$ cat src/shared/tcfg_pkg.sv
// Package of constants and types for the thermal configuration block
package tcfg_pkg;
  // ****************************************
  // Register map
  // ****************************************
  localparam logic [7:0] CFG_OFFSET = 8'h01;
  localparam logic [15:0] CFG_RESET = 16'h0000;
  localparam logic [15:0] CFG_RO_MASK = 16'hF800;
  // ****************************************
  // Field positions
  // ****************************************
  localparam int HYST_HI_POS = 10;
  localparam int HYST_LO_POS = 9;
  localparam int SHUTDOWN_POS = 8;
  localparam int CRIT_LOCK_POS = 7;
  localparam int WIN_LOCK_POS = 6;
  localparam int CLEAR_ALERT_POS = 5;
  localparam int ALERT_STATUS_POS = 4;
  localparam int ALERT_OE_POS = 3;
  localparam int CRIT_ONLY_POS = 2;
  localparam int ALERT_POL_POS = 1;
  localparam int ALERT_MODE_POS = 0;
  // ****************************************
  // Temperature format, 0.125 degree steps, 13 bit signed
  // ****************************************
  localparam int TEMP_W = 13;
  localparam logic [12:0] HYST_OFF = 13'h0000;
  localparam logic [12:0] HYST_1P5 = 13'h000C;
  localparam logic [12:0] HYST_3P0 = 13'h0018;
  localparam logic [12:0] HYST_6P0 = 13'h0030;
  // ****************************************
  // Timing
  // ****************************************
  localparam int CLK_HZ = 10000000;
  localparam int AUTO_OFF_MS = 30;
  localparam int AUTO_OFF_CYCLES = CLK_HZ / 1000 * AUTO_OFF_MS;
  // ****************************************
  // Power-up states
  // ****************************************
  typedef enum logic [1:0] {
    TCFG_PWR_COUNT = 2'b00,
    TCFG_PWR_CHECK = 2'b01,
    TCFG_PWR_DONE = 2'b10
  } tcfg_pwr_type;
endpackage

$ cat src/rtl/tcfg_window.sv
// Window flag evaluation with hysteresis
`timescale 1ns/1ps
module tcfg_window
  import tcfg_pkg::*;
(
  input wire logic clk,
  input wire logic reset_n,
  input wire logic sample,
  input wire logic signed [12:0] temp,
  input wire logic signed [12:0] upper,
  input wire logic signed [12:0] lower,
  input wire logic [1:0] hyst_sel,
  output logic above,
  output logic below
);
  logic above_r;
  logic above_nxt;
  logic below_r;
  logic below_nxt;
  logic signed [12:0] hyst;
  logic signed [13:0] up_rel;
  logic signed [13:0] lo_rel;

  always_comb
  begin
    case (hyst_sel) // [RL2]
      2'b00: hyst = HYST_OFF;
      2'b01: hyst = HYST_1P5;
      2'b10: hyst = HYST_3P0;
      default: hyst = HYST_6P0;
    endcase
    // Extra bit so boundary minus hysteresis cannot wrap
    up_rel = 14'(upper) - 14'(hyst);
    lo_rel = 14'(lower) - 14'(hyst);
    above_nxt = above_r;
    below_nxt = below_r;
    if (sample) // [RL19]
    begin
      if (temp > upper)
        above_nxt = 1'b1; // [RL3]
      else if (14'(temp) <= up_rel)
        above_nxt = 1'b0; // [RL4]
      if (temp >= lower)
        below_nxt = 1'b0; // [RL5]
      else if (14'(temp) <= lo_rel)
        below_nxt = 1'b1; // [RL6]
    end
  end

  always_ff @(posedge clk or negedge reset_n)
  begin
    if (!reset_n)
    begin
      above_r <= 1'b0;
      below_r <= 1'b0;
    end
    else
    begin
      above_r <= above_nxt;
      below_r <= below_nxt;
    end
  end

  assign above = above_r;
  assign below = below_r;
endmodule // tcfg_window

$ cat src/rtl/tcfg_autooff.sv
// Power-up automatic turn-off timer
`timescale 1ns/1ps
module tcfg_autooff
  import tcfg_pkg::*;
#(
  parameter int OFF_CYCLES = AUTO_OFF_CYCLES
)
(
  input wire logic clk,
  input wire logic reset_n,
  input wire logic enable,
  input wire logic supply_ok,
  output logic turn_off
);
  tcfg_pwr_type state_r;
  tcfg_pwr_type state_nxt;
  logic [19:0] cnt_r;
  logic [19:0] cnt_nxt;
  logic off_r;
  logic off_nxt;

  always_comb
  begin
    state_nxt = state_r;
    cnt_nxt = cnt_r;
    off_nxt = 1'b0;
    case (state_r)
      TCFG_PWR_COUNT:
      begin
        // Strap judged only at the check; its synchroniser still
        // shows the reset level in the first cycles after reset
        if (cnt_r == 20'(OFF_CYCLES - 1))
          state_nxt = TCFG_PWR_CHECK; // [RL14]
        else
          cnt_nxt = cnt_r + 20'h0_0001;
      end
      TCFG_PWR_CHECK:
      begin
        off_nxt = enable && !supply_ok; // [RL14]
        state_nxt = TCFG_PWR_DONE;
      end
      TCFG_PWR_DONE: state_nxt = TCFG_PWR_DONE;
      default: state_nxt = TCFG_PWR_DONE;
    endcase
  end

  always_ff @(posedge clk or negedge reset_n)
  begin
    if (!reset_n)
    begin
      state_r <= TCFG_PWR_COUNT;
      cnt_r <= 20'h0_0000;
      off_r <= 1'b0;
    end
    else
    begin
      state_r <= state_nxt;
      cnt_r <= cnt_nxt;
      off_r <= off_nxt;
    end
  end

  assign turn_off = off_r;
endmodule // tcfg_autooff

$ cat src/rtl/tcfg_top.sv
// Configuration register, hysteresis and shutdown control of the sensor
// ****************************************
// Contract
// RL1: Bits 15:11 are read-only zero; host writes zeros there.
// RL2: Hysteresis select 00 off, 01 1.5, 10 3, 11 6 degrees.
// RL3: Above flag sets when temperature exceeds upper boundary.
// RL4: Above flag holds until temperature at or below upper minus hysteresis.
// RL5: Below flag clears when temperature at or above lower boundary.
// RL6: Below flag sets only at or below lower minus hysteresis.
// RL7: Event output uses the same hysteresis as the window flags; the critical compare feeding it has none.
// RL8: Hysteresis writes ignored while either lock bit is set.
// RL9: Shutdown stops sensing, conversions and events.
// RL10: Locked: shutdown cannot be set, but can always be cleared.
// RL11: Bus time-out disabled while shut down.
// RL12: Non-volatile reads served regardless of shutdown.
// RL13: Non-volatile writes blocked while shut down.
// RL14: Auto turn-off checks supply 30 ms after start, sets shutdown.
// RL15: Writing zero to shutdown restarts sensor and conversions.
// RL16: Auto turn-off enable is factory-only, not bus readable.
// RL17: All configuration bits reset to zero.
// RL18: Lock bits stay set until power-on reset.
// RL19: Window flags re-evaluated on each latched conversion result.
// ****************************************
`timescale 1ns/1ps
module tcfg_top
  import tcfg_pkg::*;
#(
  parameter int OFF_CYCLES = AUTO_OFF_CYCLES
)
(
  input wire logic CLK,
  input wire logic RESET_N,
  input wire logic REG_WR,
  input wire logic REG_RD,
  input wire logic [7:0] REG_ADDR,
  input wire logic [15:0] REG_WDATA,
  output logic [15:0] REG_RDATA,
  input wire logic CONV_DONE,
  input wire logic [12:0] CONV_TEMP,
  input wire logic [12:0] UPPER_LIMIT,
  input wire logic [12:0] LOWER_LIMIT,
  input wire logic [12:0] CRIT_LIMIT,
  input wire logic FACTORY_AUTO_OFF,
  input wire logic SUPPLY_OK,
  input wire logic NV_WR_REQ,
  input wire logic NV_RD_REQ,
  output logic NV_WR_GO,
  output logic NV_RD_GO,
  output logic TIMEOUT_EN,
  output logic SENSOR_EN,
  output logic CONV_EN,
  output logic ABOVE_WINDOW,
  output logic BELOW_WINDOW,
  output logic ABOVE_CRIT,
  output logic ALERT_OUT,
  output logic ALERT_OE_N
);
  // ****************************************
  // Pin synchronisers
  // ****************************************
  logic [1:0] fac_sync_r;
  logic [1:0] sup_sync_r;
  logic [1:0] fac_sync_nxt;
  logic [1:0] sup_sync_nxt;

  always_comb
  begin
    fac_sync_nxt = {fac_sync_r[0], FACTORY_AUTO_OFF};
    sup_sync_nxt = {sup_sync_r[0], SUPPLY_OK};
  end

  always_ff @(posedge CLK or negedge RESET_N)
  begin
    if (!RESET_N)
    begin
      fac_sync_r <= 2'b00;
      sup_sync_r <= 2'b00;
    end
    else
    begin
      fac_sync_r <= fac_sync_nxt;
      sup_sync_r <= sup_sync_nxt;
    end
  end

  // ****************************************
  // Configuration register
  // ****************************************
  logic [1:0] hyst_sel_r;
  logic [1:0] hyst_sel_nxt;
  logic shutdown_r;
  logic shutdown_nxt;
  logic crit_lock_r;
  logic crit_lock_nxt;
  logic win_lock_r;
  logic win_lock_nxt;
  logic alert_oe_r;
  logic alert_oe_nxt;
  logic crit_only_r;
  logic crit_only_nxt;
  logic alert_pol_r;
  logic alert_pol_nxt;
  logic alert_mode_r;
  logic alert_mode_nxt;
  logic alert_status_r;
  logic alert_status_nxt;
  logic [15:0] rdata_r;
  logic [15:0] rdata_nxt;
  logic locked;
  logic cfg_wr;
  logic auto_off;
  logic above_w;
  logic below_w;
  logic crit_r;
  logic crit_nxt;
  logic conv_ok;
  logic [15:0] wdata;

  assign locked = crit_lock_r | win_lock_r;
  assign cfg_wr = REG_WR && (REG_ADDR == CFG_OFFSET);
  // Reserved bits dropped here so nothing stray can be stored
  assign wdata = REG_WDATA & ~CFG_RO_MASK; // [RL1]
  // Results taken only while the sensor runs
  assign conv_ok = CONV_DONE && !shutdown_r; // [RL9]

  // Factory enable comes only from the strap, never from the bus
  tcfg_autooff #(
    .OFF_CYCLES(OFF_CYCLES)
  ) u_autooff (
    .clk(CLK),
    .reset_n(RESET_N),
    .enable(fac_sync_r[1]), // [RL16]
    .supply_ok(sup_sync_r[1]),
    .turn_off(auto_off)
  );

  tcfg_window u_window (
    .clk(CLK),
    .reset_n(RESET_N),
    .sample(conv_ok), // [RL19]
    .temp(CONV_TEMP),
    .upper(UPPER_LIMIT),
    .lower(LOWER_LIMIT),
    .hyst_sel(hyst_sel_r),
    .above(above_w),
    .below(below_w)
  );

  always_comb
  begin
    hyst_sel_nxt = hyst_sel_r;
    shutdown_nxt = shutdown_r;
    crit_lock_nxt = crit_lock_r;
    win_lock_nxt = win_lock_r;
    alert_oe_nxt = alert_oe_r;
    crit_only_nxt = crit_only_r;
    alert_pol_nxt = alert_pol_r;
    alert_mode_nxt = alert_mode_r;
    if (cfg_wr)
    begin
      if (!locked)
      begin
        hyst_sel_nxt = wdata[HYST_HI_POS:HYST_LO_POS]; // [RL8]
        alert_oe_nxt = wdata[ALERT_OE_POS];
        crit_only_nxt = wdata[CRIT_ONLY_POS];
        alert_pol_nxt = wdata[ALERT_POL_POS];
      end
      // Set refused when locked, clear always honoured
      if (!wdata[SHUTDOWN_POS])
        shutdown_nxt = 1'b0; // [RL10] [RL15]
      else if (!locked)
        shutdown_nxt = 1'b1; // [RL10]
      alert_mode_nxt = wdata[ALERT_MODE_POS];
      // Locks are sticky; only reset can clear them
      crit_lock_nxt = crit_lock_r | wdata[CRIT_LOCK_POS]; // [RL18]
      win_lock_nxt = win_lock_r | wdata[WIN_LOCK_POS]; // [RL18]
    end
    // Auto turn-off wins over a same-cycle write
    if (auto_off)
      shutdown_nxt = 1'b1; // [RL14]
  end

  // ****************************************
  // Event logic and read data
  // ****************************************
  logic alert_cond;

  always_comb
  begin
    crit_nxt = crit_r;
    if (conv_ok)
      crit_nxt = $signed(CONV_TEMP) > $signed(CRIT_LIMIT);
    // Window flags already carry hysteresis
    alert_cond = crit_only_r ? crit_r : (crit_r | above_w | below_w); // [RL7]
    alert_status_nxt = alert_status_r;
    if (shutdown_r)
      alert_status_nxt = 1'b0; // [RL9]
    else if (!alert_mode_r)
      alert_status_nxt = alert_cond;
    else if (alert_cond && !alert_status_r)
      alert_status_nxt = 1'b1;
    else if (cfg_wr && wdata[CLEAR_ALERT_POS])
      alert_status_nxt = 1'b0;
    rdata_nxt = 16'h0000;
    if (REG_RD && REG_ADDR == CFG_OFFSET)
    begin
      rdata_nxt[HYST_HI_POS:HYST_LO_POS] = hyst_sel_r;
      rdata_nxt[SHUTDOWN_POS] = shutdown_r;
      rdata_nxt[CRIT_LOCK_POS] = crit_lock_r;
      rdata_nxt[WIN_LOCK_POS] = win_lock_r;
      rdata_nxt[ALERT_STATUS_POS] = alert_status_r;
      rdata_nxt[ALERT_OE_POS] = alert_oe_r;
      rdata_nxt[CRIT_ONLY_POS] = crit_only_r;
      rdata_nxt[ALERT_POL_POS] = alert_pol_r;
      rdata_nxt[ALERT_MODE_POS] = alert_mode_r;
    end
  end

  // ****************************************
  // Registers and outputs
  // ****************************************
  always_ff @(posedge CLK or negedge RESET_N)
  begin
    if (!RESET_N)
    begin
      hyst_sel_r <= CFG_RESET[HYST_HI_POS:HYST_LO_POS]; // [RL17]
      shutdown_r <= CFG_RESET[SHUTDOWN_POS];
      crit_lock_r <= CFG_RESET[CRIT_LOCK_POS];
      win_lock_r <= CFG_RESET[WIN_LOCK_POS];
      alert_oe_r <= CFG_RESET[ALERT_OE_POS];
      crit_only_r <= CFG_RESET[CRIT_ONLY_POS];
      alert_pol_r <= CFG_RESET[ALERT_POL_POS];
      alert_mode_r <= CFG_RESET[ALERT_MODE_POS];
      alert_status_r <= CFG_RESET[ALERT_STATUS_POS];
      crit_r <= 1'b0;
      rdata_r <= 16'h0000;
      NV_WR_GO <= 1'b0;
      NV_RD_GO <= 1'b0;
      TIMEOUT_EN <= 1'b0;
      SENSOR_EN <= 1'b0;
      CONV_EN <= 1'b0;
      ABOVE_WINDOW <= 1'b0;
      BELOW_WINDOW <= 1'b0;
      ABOVE_CRIT <= 1'b0;
      ALERT_OUT <= 1'b0;
      ALERT_OE_N <= 1'b1;
    end
    else
    begin
      hyst_sel_r <= hyst_sel_nxt;
      shutdown_r <= shutdown_nxt;
      crit_lock_r <= crit_lock_nxt;
      win_lock_r <= win_lock_nxt;
      alert_oe_r <= alert_oe_nxt;
      crit_only_r <= crit_only_nxt;
      alert_pol_r <= alert_pol_nxt;
      alert_mode_r <= alert_mode_nxt;
      alert_status_r <= alert_status_nxt;
      crit_r <= crit_nxt;
      rdata_r <= rdata_nxt;
      NV_WR_GO <= NV_WR_REQ && !shutdown_nxt; // [RL13]
      NV_RD_GO <= NV_RD_REQ; // [RL12]
      TIMEOUT_EN <= !shutdown_nxt; // [RL11]
      SENSOR_EN <= !shutdown_nxt; // [RL9]
      CONV_EN <= !shutdown_nxt; // [RL9] [RL15]
      ABOVE_WINDOW <= above_w;
      BELOW_WINDOW <= below_w;
      ABOVE_CRIT <= crit_r;
      // Open-drain: pin level is pull-up unless enabled and the level to show is low
      ALERT_OUT <= 1'b0;
      ALERT_OE_N <= !(alert_oe_r && (alert_status_nxt ^ alert_pol_r));
    end
  end

  assign REG_RDATA = rdata_r;
endmodule // tcfg_top

$ cat config.mk
export PLATFORM = sky130hd
export DESIGN_NAME = tcfg_top
export DESIGN_NICKNAME = d
export VERILOG_FILES = /design/src/shared/tcfg_pkg.sv /design/src/rtl/tcfg_window.sv /design/src/rtl/tcfg_autooff.sv /design/src/rtl/tcfg_top.sv
export SDC_FILE = /design/constraint.sdc
export NUM_CORES = 1
export LEC_CHECK = 0
export BUFFER_PORTS_ARGS = -buffer_cell sky130_fd_sc_hd__clkbuf_2
export CAP_MARGIN = 20
export CELL_PAD_IN_SITES_DETAIL_PLACEMENT = 1
export CELL_PAD_IN_SITES_GLOBAL_PLACEMENT = 2
export CORE_MARGIN = 2
export CORE_UTILIZATION = 36
export DETAILED_ROUTE_END_ITERATION = 8
export PLACE_DENSITY = 0.85
export SLEW_MARGIN = 40
export SYNTH_ARGS = -nofsm -noshare
export SYNTH_HDL_FRONTEND = slang
export SYNTH_HIERARCHICAL = 1
export SYNTH_SLANG_ARGS = --single-unit
$ cat constraint.sdc
create_clock -name CLK -period 9.95 [get_ports CLK]
set_input_delay 0.4975 -clock CLK [delete_from_list [all_inputs] [get_ports CLK]]
set_output_delay 0.4975 -clock CLK [all_outputs]
set_load 0.005 [all_outputs]
==> results of run 1 <==
[state kept, by name (all words and copies together), names as in the netlist, 2 cells and up]
name / flops
u_autooff/cnt_r: 20
REG_RDATA: 10
fac_sync_r: 2
hyst_sel_r: 2
sup_sync_r: 2
u_autooff/state_r: 2
[routing by layer]
metal  track usage (%)  routed length [um]
met5                 0                   0
met4              4.84                 139
met3              3.66                 579
met2              32.8                5880
met1              21.9                5200
[worst max-delay path, cell delays in order, from the launching register on]
cell and delay [ns]:
dfrtp_1 0.40, inv_1 0.06, ha_1 0.38, fa_1 0.46
maj3_1 0.41, a21oi_1 0.35, nand2_1 0.11, xnor2_1 0.15
ha_1 0.30, and3_1 0.17, and3_1 0.21, nand4_1 0.18
nor3_1 0.27, nor3_1 0.08, a32oi_1 0.16
[layout by cell type, fill, tap and decap left out, types with 6 or more instances in the layout]
cell / instances
and3_1: 11
nor3_1: 9
xnor2_1: 27
conb_1: 7
nor2_1: 15
nand2_1: 23
inv_1: 55
clkbuf_8: 6
a21oi_1: 24
clkbuf_16: 9
nand3_1: 11
a21o_1: 11
xor2_1: 9
ha_1: 73
nand4_1: 16
and2_1: 12
o21ai_0: 7
mux2_2: 6
dfrtp_1: 56
clkbuf_2: 97
[power breakdown]
part           switching, mW  leakage, nW  internal [mW]
Clock                 0.0971        0.158          0.208
Sequential           0.00607        0.756          0.241
Combinational         0.0735         1.96         0.0596
[synth_stat cells, types with 3 or more instances]
cell type	count	area (um2)
nand3_1	11	55.1
o21ai_0	7	35.0
nand2b_1	4	25.0
xor2_1	9	78.8
inv_1	55	206
nor2b_1	4	25.0
and4_4	4	45.0
nor2_1	15	56.3
a21oi_1	24	120
dfrtp_1	56	1400
mux2_2	6	67.6
nand2_1	23	86.3
buf_4	10	75.1
a31oi_1	3	18.8
nand4_1	16	100
o211ai_1	3	22.5
xnor2_1	27	236
mux2_1	3	33.8
ha_1	73	913
and2_1	12	75.1
a21o_1	11	82.6
maj3_1	3	30.0
nor3_1	9	45.0
a211oi_1	4	30.0
and3_1	11	68.8
[cells by family after synthesis]
kind of cell,count (synthesis),share of synthesized area (%)
AO/OA/AOI/OAI,73,11.2
multiplexers,10,2.46
XOR/XNOR,36,6.98
AND/OR/NAND/NOR,135,19.5
adder cells (fa/ha/maj),78,21.8
other,1,0.0830
buffers and inverters,67,6.40
flip-flops,57,31.6
[worst min path at each step]
| stage | from | endpoint | depth (start not counted) |
|---|---|---|---|
| 3_3_place_gp | sup_sync_r[0] | sup_sync_r[1] | 0 |
| 4_1_cts | RESET_N | u_autooff/cnt_r[5] | 1 |
| 2_1_floorplan | RESET_N | ABOVE_CRIT | 0 |
| 3_5_place_dp | fac_sync_r[0] | fac_sync_r[1] | 0 |
| 6_report | RESET_N | u_autooff/cnt_r[5] | 1 |
| 5_1_grt | RESET_N | u_autooff/cnt_r[19] | 1 |
[cell type report]
type | instances | area share (%)
repair buffers | 98 | 9.00
inverters | 56 | 3.84
clock buffers | 15 | 5.62
flip-flops and latches | 57 | 26.1
multi-input cells | 339 | 51.6
clock inverters | 1 | 0.0914
well taps | 168 | 3.84
[through the flow]
step                total power, mW  hold slack [ns]
global placement              0.378            0.341
CTS                           0.696           0.0500
floorplan                     0.330            0.202
detailed placement            0.385            0.350
finish                        0.686           0.0546
global route                  0.724           0.0600
==> impl_metrics.json, run 1 <==
{
  "multiInputGateArea_um2": 2820,
  "setup_violations": 0,
  "worstPathMaxFanout": 5,
  "irDropWorstVdd_uv": 58.8,
  "ctsRootBufferMaster": "clkbuf_16",
  "final_util_pct": 45.2,
  "wl_um": 11800,
  "reg2reg_slack_ns": 6.17,
  "skew_ns": 0.00433,
  "syn_inst": 457,
  "pre_cts_ws_ns": 6.15,
  "cp.arrival_ns": 4.02,
  "cts_buffer_depth": 2,
  "slew_headroom_pct": 60.9,
  "cts_buffers": 9,
  "synth_warnings": 6,
  "seq_area_um2": 1430,
  "nNetsFinal": 721,
  "final_cells": 734,
  "placed_cell_area_um2": 5160,
  "cp-start-kind": "flop",
  "drtIter0Drc": 97,
  "grt_max_degree": 47,
  "layout_worst_path_cycle_share_pct": 38.0,
  "slew_viol_final": 0,
  "max-cap-violations": 0,
  "synth_cell_types": 68,
  "max_freq_mhz": 264,
  "via_per_inst": 5.09,
  "gp_congestion": 0.868,
  "grt_pass1_vias": 3999,
  "r2r_end": "u_window/below",
  "rows": 40,
  "antenna_found_initial": 0,
  "worst_pin_slew_ns": 0.587,
  "die-area_um2": 13500,
  "outcome": "finished, final reports clean",
  "die_w_um": 116,
  "drt_first_pass_iters": 4,
  "nFillCells": 1445,
  "overflow": 0,
  "r2r-start": "hyst_sel_r[0]",
  "start_util_pct": 37.3,
  "synth-seq-cells": 57,
  "clock-sinks": 57,
  "ys_async_sr_fraction_pct": 100,
  "fin_crit_ns": 3.78,
  "tns_ns": 0,
  "r2r_cells": 14,
  "end_kind": "flop",
  "wl_per_cell_um": 16.1,
  "grt_use_total_pct": 18.1,
  "min_path_type": "in -> async",
  "ctsHoldBuffers": 0,
  "die_h_um": 116,
  "synth_ff_type": "dfrtp_1",
  "yosysSeqAreaShare_pct": 31.6,
  "synth_edf_count": 0,
  "synth.cell_area_um2": 4520,
  "cts_tree": "done",
  "antenna_cells": 0,
  "htree_levels": 3,
  "grt_pass1_wl_um": 19300,
  "crit_required_ns": 10.19,
  "leakagePower_nw": 2.88,
  "insertion_delay_ns": 0.32,
  "final_hold_viol_count": 0,
  "io_buffer_count": 97,
  "crit_path_end": "u_window/below",
  "crit_start": "hyst_sel_r[0]",
  "core-area_um2": 12100,
  "path_class": "reg -> reg",
  "synth.avg_cell_area_um2": 9.89,
  "placed_cells": 718,
  "power_density_nw_per_um2": 125,
  "vias": 3739,
  "post-cts-setup-buffer-count": 0,
  "dp_hpwl_um": 9830,
  "setup_slack_ns": 6.17,
  "ios": 111,
  "post-route-cell-area_um2": 5480,
  "cts_resized": 0,
  "clkSlewWorstSetupHoldPaths_ns": 0.05,
  "syn_to_final_growth_pct": 21.2,
  "drc": 0,
  "detail-route-antenna-nets": 0,
  "rsz0062_at_grt": "false",
  "drive_above_1_share_pct": 26.1
}
Power figures use the tool's default switching activity.
==> inputs of run 2 (changes only) <==
--- a/config.mk
+++ b/config.mk
@@ -10,9 +10,9 @@
 export CELL_PAD_IN_SITES_DETAIL_PLACEMENT = 1
 export CELL_PAD_IN_SITES_GLOBAL_PLACEMENT = 2
 export CORE_MARGIN = 2
-export CORE_UTILIZATION = 36
+export CORE_UTILIZATION = 33
 export DETAILED_ROUTE_END_ITERATION = 8
-export PLACE_DENSITY = 0.85
+export PLACE_DENSITY = 0.78
 export SLEW_MARGIN = 40
 export SYNTH_ARGS = -nofsm -noshare
 export SYNTH_HDL_FRONTEND = slang
==> constraint.sdc (replaced) <==
create_clock -name CLK -period 3.5 [get_ports CLK]
set_input_delay 0.175 -clock CLK [delete_from_list [all_inputs] [get_ports CLK]]
set_output_delay 0.175 -clock CLK [all_outputs]
set_load 0.005 [all_outputs]
==> impl_metrics.json, run 2 (synthesis results as in run 1) <==
{
  "internal-power_mw": 1.44,
  "final_hold_viol_count": 0,
  "cts_tree": "done",
  "min-delay-start": "NV_WR_REQ",
  "antenna_found_initial": 0,
  "worstPathMaxFanout": 5,
  "die_h_um": 121,
  "irDropWorstVdd_uv": 163,
  "p_comb_share_pct": 20.5,
  "cts_buffers": 9,
  "start_util_pct": 34.0,
  "clkSlewWorstSetupHoldPaths_ns": 0.05,
  "nFillCells": 1562,
  "die-area_um2": 14600,
  "fin_crit_ns": 3.31,
  "layout_worst_path_cycle_share_pct": 94.6,
  "seq_power_share_pct": 36.2,
  "whs_endpoint": "NV_WR_GO",
  "largest_reg_flops": 20,
  "die_w_um": 121,
  "end_kind": "flop",
  "drc": 0,
  "p_sw_share_pct": 26.2,
  "path_class": "reg -> reg",
  "overflow": 0,
  "p_clk_share_pct": 43.4,
  "skew_ns": 0.00715,
  "drive_above_1_share_pct": 29.5,
  "htree_levels": 3,
  "drtIter0Drc": 93,
  "min_path_type": "in -> reg",
  "vias": 3710,
  "r2r-start": "hyst_sel_r[1]",
  "tns_ns": 0,
  "grt_pass1_wl_um": 19200,
  "ctsRootBufferMaster": "clkbuf_16",
  "core-area_um2": 13300,
  "grt_pass1_vias": 3967,
  "nNetsFinal": 731,
  "grt_use_total_pct": 16.5,
  "regMostFlops": "u_autooff/cnt_r",
  "rows": 42,
  "crit_required_ns": 3.74,
  "grt_use_met2_pct": 29.6,
  "cp-start-kind": "flop",
  "ios": 111,
  "final_common_cell": "clkbuf_2",
  "cp.arrival_ns": 3.55,
  "use_met3_pct": 2.82,
  "outcome": "finished, final reports clean",
  "clock-sinks": 57,
  "r2r_cells": 16,
  "drt_first_pass_iters": 4,
  "layout_common_cells": "96 x clkbuf_2, 71 x ha_1, 55 x dfrtp_1, 55 x inv_1, 27 x xnor2_1",
  "wl_um": 11700,
  "final_cells": 752,
  "top_usage_layer": "met2",
  "gp_congestion": 0.855,
  "io_buffer_count": 97,
  "hold_path_depth": 3,
  "slew_headroom_pct": 59.4,
  "insertion_delay_ns": 0.32,
  "max-cap-violations": 0,
  "detail-route-antenna-nets": 0,
  "p_sw_mw": 0.510,
  "fin_total_pwr_mw": 1.95,
  "via_per_inst": 4.93,
  "syn_to_final_growth_pct": 24.4,
  "placed_cells": 730,
  "dp_hpwl_um": 9730,
  "r2r_end": "u_window/below",
  "met1_usage_pct": 20.4,
  "slew_viol_final": 0,
  "setup_violations": 0,
  "reg2reg_slack_ns": 0.19,
  "power_density_nw_per_um2": 346,
  "wl_per_cell_um": 15.6,
  "worst_pin_slew_ns": 0.610,
  "cts_buffer_depth": 2,
  "max_freq_mhz": 302,
  "grt_max_degree": 46,
  "leakagePower_nw": 2.92,
  "antenna_cells": 0
}
-- run 2: changes by cell type in the layout (fill, tap and decap cells not counted), moves of 2 or more --
cell | before | now
nor3_1 | 9 | 6
fa_2 | 0 | 2
ha_1 | 73 | 71
maj3_1 | 3 | 0
ha_2 | 0 | 2
clkbuf_8 | 6 | 1
nor3_2 | 2 | 5
clkbuf_1 | 0 | 3
fa_1 | 2 | 0
maj3_2 | 0 | 3
buf_4 | 1 | 7
dlygate4sd3_1 | 0 | 4
-- run 2: area by class of cell --
class | count | area, um2 | share of cell area, %
multi-input cells | 339 | 2890 | 51.4
flip-flops and latches | 57 | 1430 | 25.4
repair buffers | 108 | 581 | 10.3
clock buffers | 13 | 250 | 4.45
well taps | 176 | 220 | 3.92
inverters | 56 | 210 | 3.74
clock inverters | 3 | 40.0 | 0.713
-- run 2: worst max-delay path by stage --
stage,start,to,depth (start not counted)
after floorplan,hyst_sel_r[0],u_window/above,14
after global placement,hyst_sel_r[0],u_window/below,14
after detailed placement,hyst_sel_r[0],u_window/below,14
after CTS,hyst_sel_r[1],u_window/below,16
after global routing,hyst_sel_r[0],u_window/above,16
final,hyst_sel_r[1],u_window/below,16
-- run 2: worst max-delay path, cell delays in order (launching register included) --
cell,delay (ns)
dfrtp_2,0.44
inv_1,0.07
ha_2,0.18
ha_1,0.15
inv_1,0.06
fa_2,0.36
maj3_2,0.35
a21oi_2,0.17
nand2_1,0.08
xnor2_1,0.14
ha_1,0.31
and3_4,0.19
and3_1,0.18
nand4_1,0.16
nor3_2,0.15
nor3_1,0.07
a32oi_1,0.15
-- run 2: through the flow --
step                worst slack [ns]  utilization, %  hold slack (ns)  instance area [um2]
floorplan                      0.242               -           -0.121                 4540
global placement              0.0789            39.1            0.289                 5200
detailed placement           -0.0188            39.2            0.257                 5210
CTS                           0.0274            41.8           0.0405                 5560
global route                 -0.0213            42.3           0.0483                 5620
finish                         0.190            42.3           0.0504                 5620
-- run 2: layer usage --
| layer | wire length (um) | up-vias | part of all wire [%] |
|---|---|---|---|
| met3 | 518 | 13 | 4.4 |
| li1 | - | 1834 | - |
| met2 | 5760 | 97 | 49 |
| met4 | 198 | 0 | 1.7 |
| met1 | 5270 | 1766 | 45 |
| met5 | 0 | - | 0 |
-- run 2: timing repair --
item,4_1_cts,5_1_grt
setup endpoints to repair,2,2
hold buffers,4,0
pin swaps,1,1
resized for setup,5,16
buffers inserted,0,2
endpoints found under the hold margin,46,0
-- run 2: power by group through the flow --
stage                     combinational [mW]  clock (mW)  sequential [mW]
after detailed placement               0.387           0            0.715
after CTS                              0.397       0.865            0.705
after global placement                 0.369           0            0.713
after global routing                   0.458       0.896            0.706
final                                  0.398       0.844            0.704
after floorplan                        0.230           0            0.709
==> inputs of run 3 (changes only) <==
==> constraint.sdc (replaced) <==
create_clock -name CLK -period 3.1 [get_ports CLK]
set_input_delay 0.155 -clock CLK [delete_from_list [all_inputs] [get_ports CLK]]
set_output_delay 0.155 -clock CLK [all_outputs]
set_load 0.005 [all_outputs]
==> impl_metrics.json, run 3 (synthesis results as in run 1) <==
{
  "drive_above_1_share_pct": 32.8,
  "crit_path_max_incr_delay_ns": 0.43,
  "slew_viol_final": 0,
  "r2r-start": "hyst_sel_r[1]",
  "drtIter0Drc": 134,
  "skew_ns": 0.00650,
  "grt_use_total_pct": 17.3,
  "cts_buffers": 9,
  "layout_worst_path_cycle_share_pct": 101,
  "cp-start-kind": "flop",
  "end_kind": "flop",
  "insertion_delay_ns": 0.32,
  "drc": 0,
  "cts_buffer_depth": 2,
  "min_path_type": "in -> reg",
  "start_util_pct": 34.0,
  "overflow": 0,
  "layout_common_cells": "96 x clkbuf_2, 70 x ha_1, 54 x dfrtp_1",
  "crit_start": "hyst_sel_r[1]",
  "setup_slack_ns": -0.0360,
  "largest_reg_flops": 20,
  "die-area_um2": 14600,
  "cts_tree": "done",
  "via_per_inst": 4.93,
  "cp.arrival_ns": 3.37,
  "pre_cts_ws_ns": -0.228,
  "htree_levels": 3,
  "final_common_cell": "clkbuf_2",
  "antenna_cells": 0,
  "rows": 42,
  "ctsRootBufferMaster": "clkbuf_16",
  "min-delay-start": "NV_WR_REQ",
  "max_freq_mhz": 319,
  "critPathBufInv": 2,
  "crit_chain": "inv_2, ha_4, ha_4, inv_2, fa_2, maj3_2, a21oi_2, nand2_1, xnor2_1, ha_1, and3_4, and3_4, nand4_1, nor3_1, nor3_1, a32oi_1",
  "fin_crit_ns": 3.14,
  "grt_max_degree": 34,
  "grt_pass1_vias": 4095,
  "fin_total_pwr_mw": 2.25,
  "final_hold_viol_count": 0,
  "syn_to_final_growth_pct": 28.0,
  "wl_per_cell_um": 15.9,
  "die_w_um": 121,
  "clock-sinks": 57,
  "gp_congestion": 0.815,
  "path_class": "reg -> reg",
  "crit_required_ns": 3.34,
  "io_buffer_count": 97,
  "clkSlewWorstSetupHoldPaths_ns": 0.05,
  "die_h_um": 121,
  "antenna_found_initial": 0,
  "placed_cell_area_um2": 5310,
  "outcome": "complete, but fails checks",
  "nNetsFinal": 744,
  "regMostFlops": "u_autooff/cnt_r",
  "drt_first_pass_iters": 6,
  "cp_slowest_cell": "dfrtp_2",
  "nFillCells": 1547,
  "post-route-cell-area_um2": 5780,
  "irDropWorstVdd_uv": 258,
  "timing.critical_path.max_delay_family": "adder cells",
  "wl_um": 12100,
  "leakagePower_nw": 2.99,
  "grt_pass1_wl_um": 20000,
  "violations": "setup timing",
  "final_util_pct": 43.5,
  "detail-route-antenna-nets": 0,
  "core-area_um2": 13300,
  "setup_violations": 1,
  "dp_hpwl_um": 10000,
  "power_density_nw_per_um2": 389,
  "vias": 3768,
  "ios": 111,
  "rsz0062_at_grt": "true",
  "worstPathMaxFanout": 3,
  "max-cap-violations": 0
}
==> run 3: cell types whose count changed in the layout (fill, tap and decap cells not counted), sizes merged <==
| cell | delta |
|---|---|
| buf | +14 |
| clkbuf | -2 |
==> run 3: where the power goes <==
part	internal, mW	total, mW	leakage, nW	switching [mW]
sequential	0.774	0.795	0.753	0.0201
combinational	0.226	0.481	2.09	0.255
clock	0.657	0.975	0.148	0.318
total	1.66	2.25	2.99	0.593
==> run 3: tightest hold or removal path, cell delays in order <==
cell,delay [ns]
clkbuf_2,0.08
inv_1,0.04
nor2_1,0.03
==> run 3: layout make-up <==
| cell class | count | area, um2 | share of cell area (%) |
|---|---|---|---|
| clock buffers | 12 | 256 | 4.44 |
| clock inverters | 3 | 40.0 | 0.692 |
| inverters | 56 | 210 | 3.63 |
| multi-input cells | 339 | 2950 | 51.0 |
| flip-flops and latches | 57 | 1430 | 24.7 |
| well taps | 176 | 220 | 3.81 |
| repair buffers | 121 | 678 | 11.7 |
==> run 3: worst paths after layout <==
| check | end | slack (ns) | cells past startpoint |
|---|---|---|---|
| worst max-delay path | u_window/below | -0.04 | 16 |
| min in group asynchronous | u_autooff/cnt_r[0] | 0.33 | 2 |
| max in group asynchronous | u_autooff/cnt_r[12] | 2.18 | 3 |
| worst max register to register | u_window/below | -0.04 | 16 |
| worst min-delay path | NV_WR_GO | 0.02 | 3 |
| worst min register to register | sup_sync_r[1] | 0.35 | 0 |
==> run 3: repair_timing <==
action | 4_1_cts | 5_1_grt
buffers inserted | 5 | 0
endpoints found under the setup margin | 2 | 2
gates resized for setup | 27 | 2
hold endpoints to repair | 33 | 0
pin swaps | 18 | 3
hold buffers | 4 | 0
==> run 3: through the flow <==
stage / instances / TNS [ns] / hold WS [ns]
2_1_floorplan: 463 / 0 / -0.141
6_report: 764 / -0.0360 / 0.0193
5_1_grt: 764 / -0.397 / 0.0199
3_3_place_gp: 740 / -0.239 / 0.268
3_5_place_dp: 740 / -0.418 / 0.266
4_1_cts: 764 / -0.0208 / 0.00901
==> run 3: layer usage <==
| layer | track usage (%) | routed length (um) |
|---|---|---|
| met1 | 21.8 | 5550 |
| met3 | 3.38 | 538 |
| met5 | 0 | 0 |
| met4 | 3.13 | 104 |
| met2 | 30.8 | 5920 |
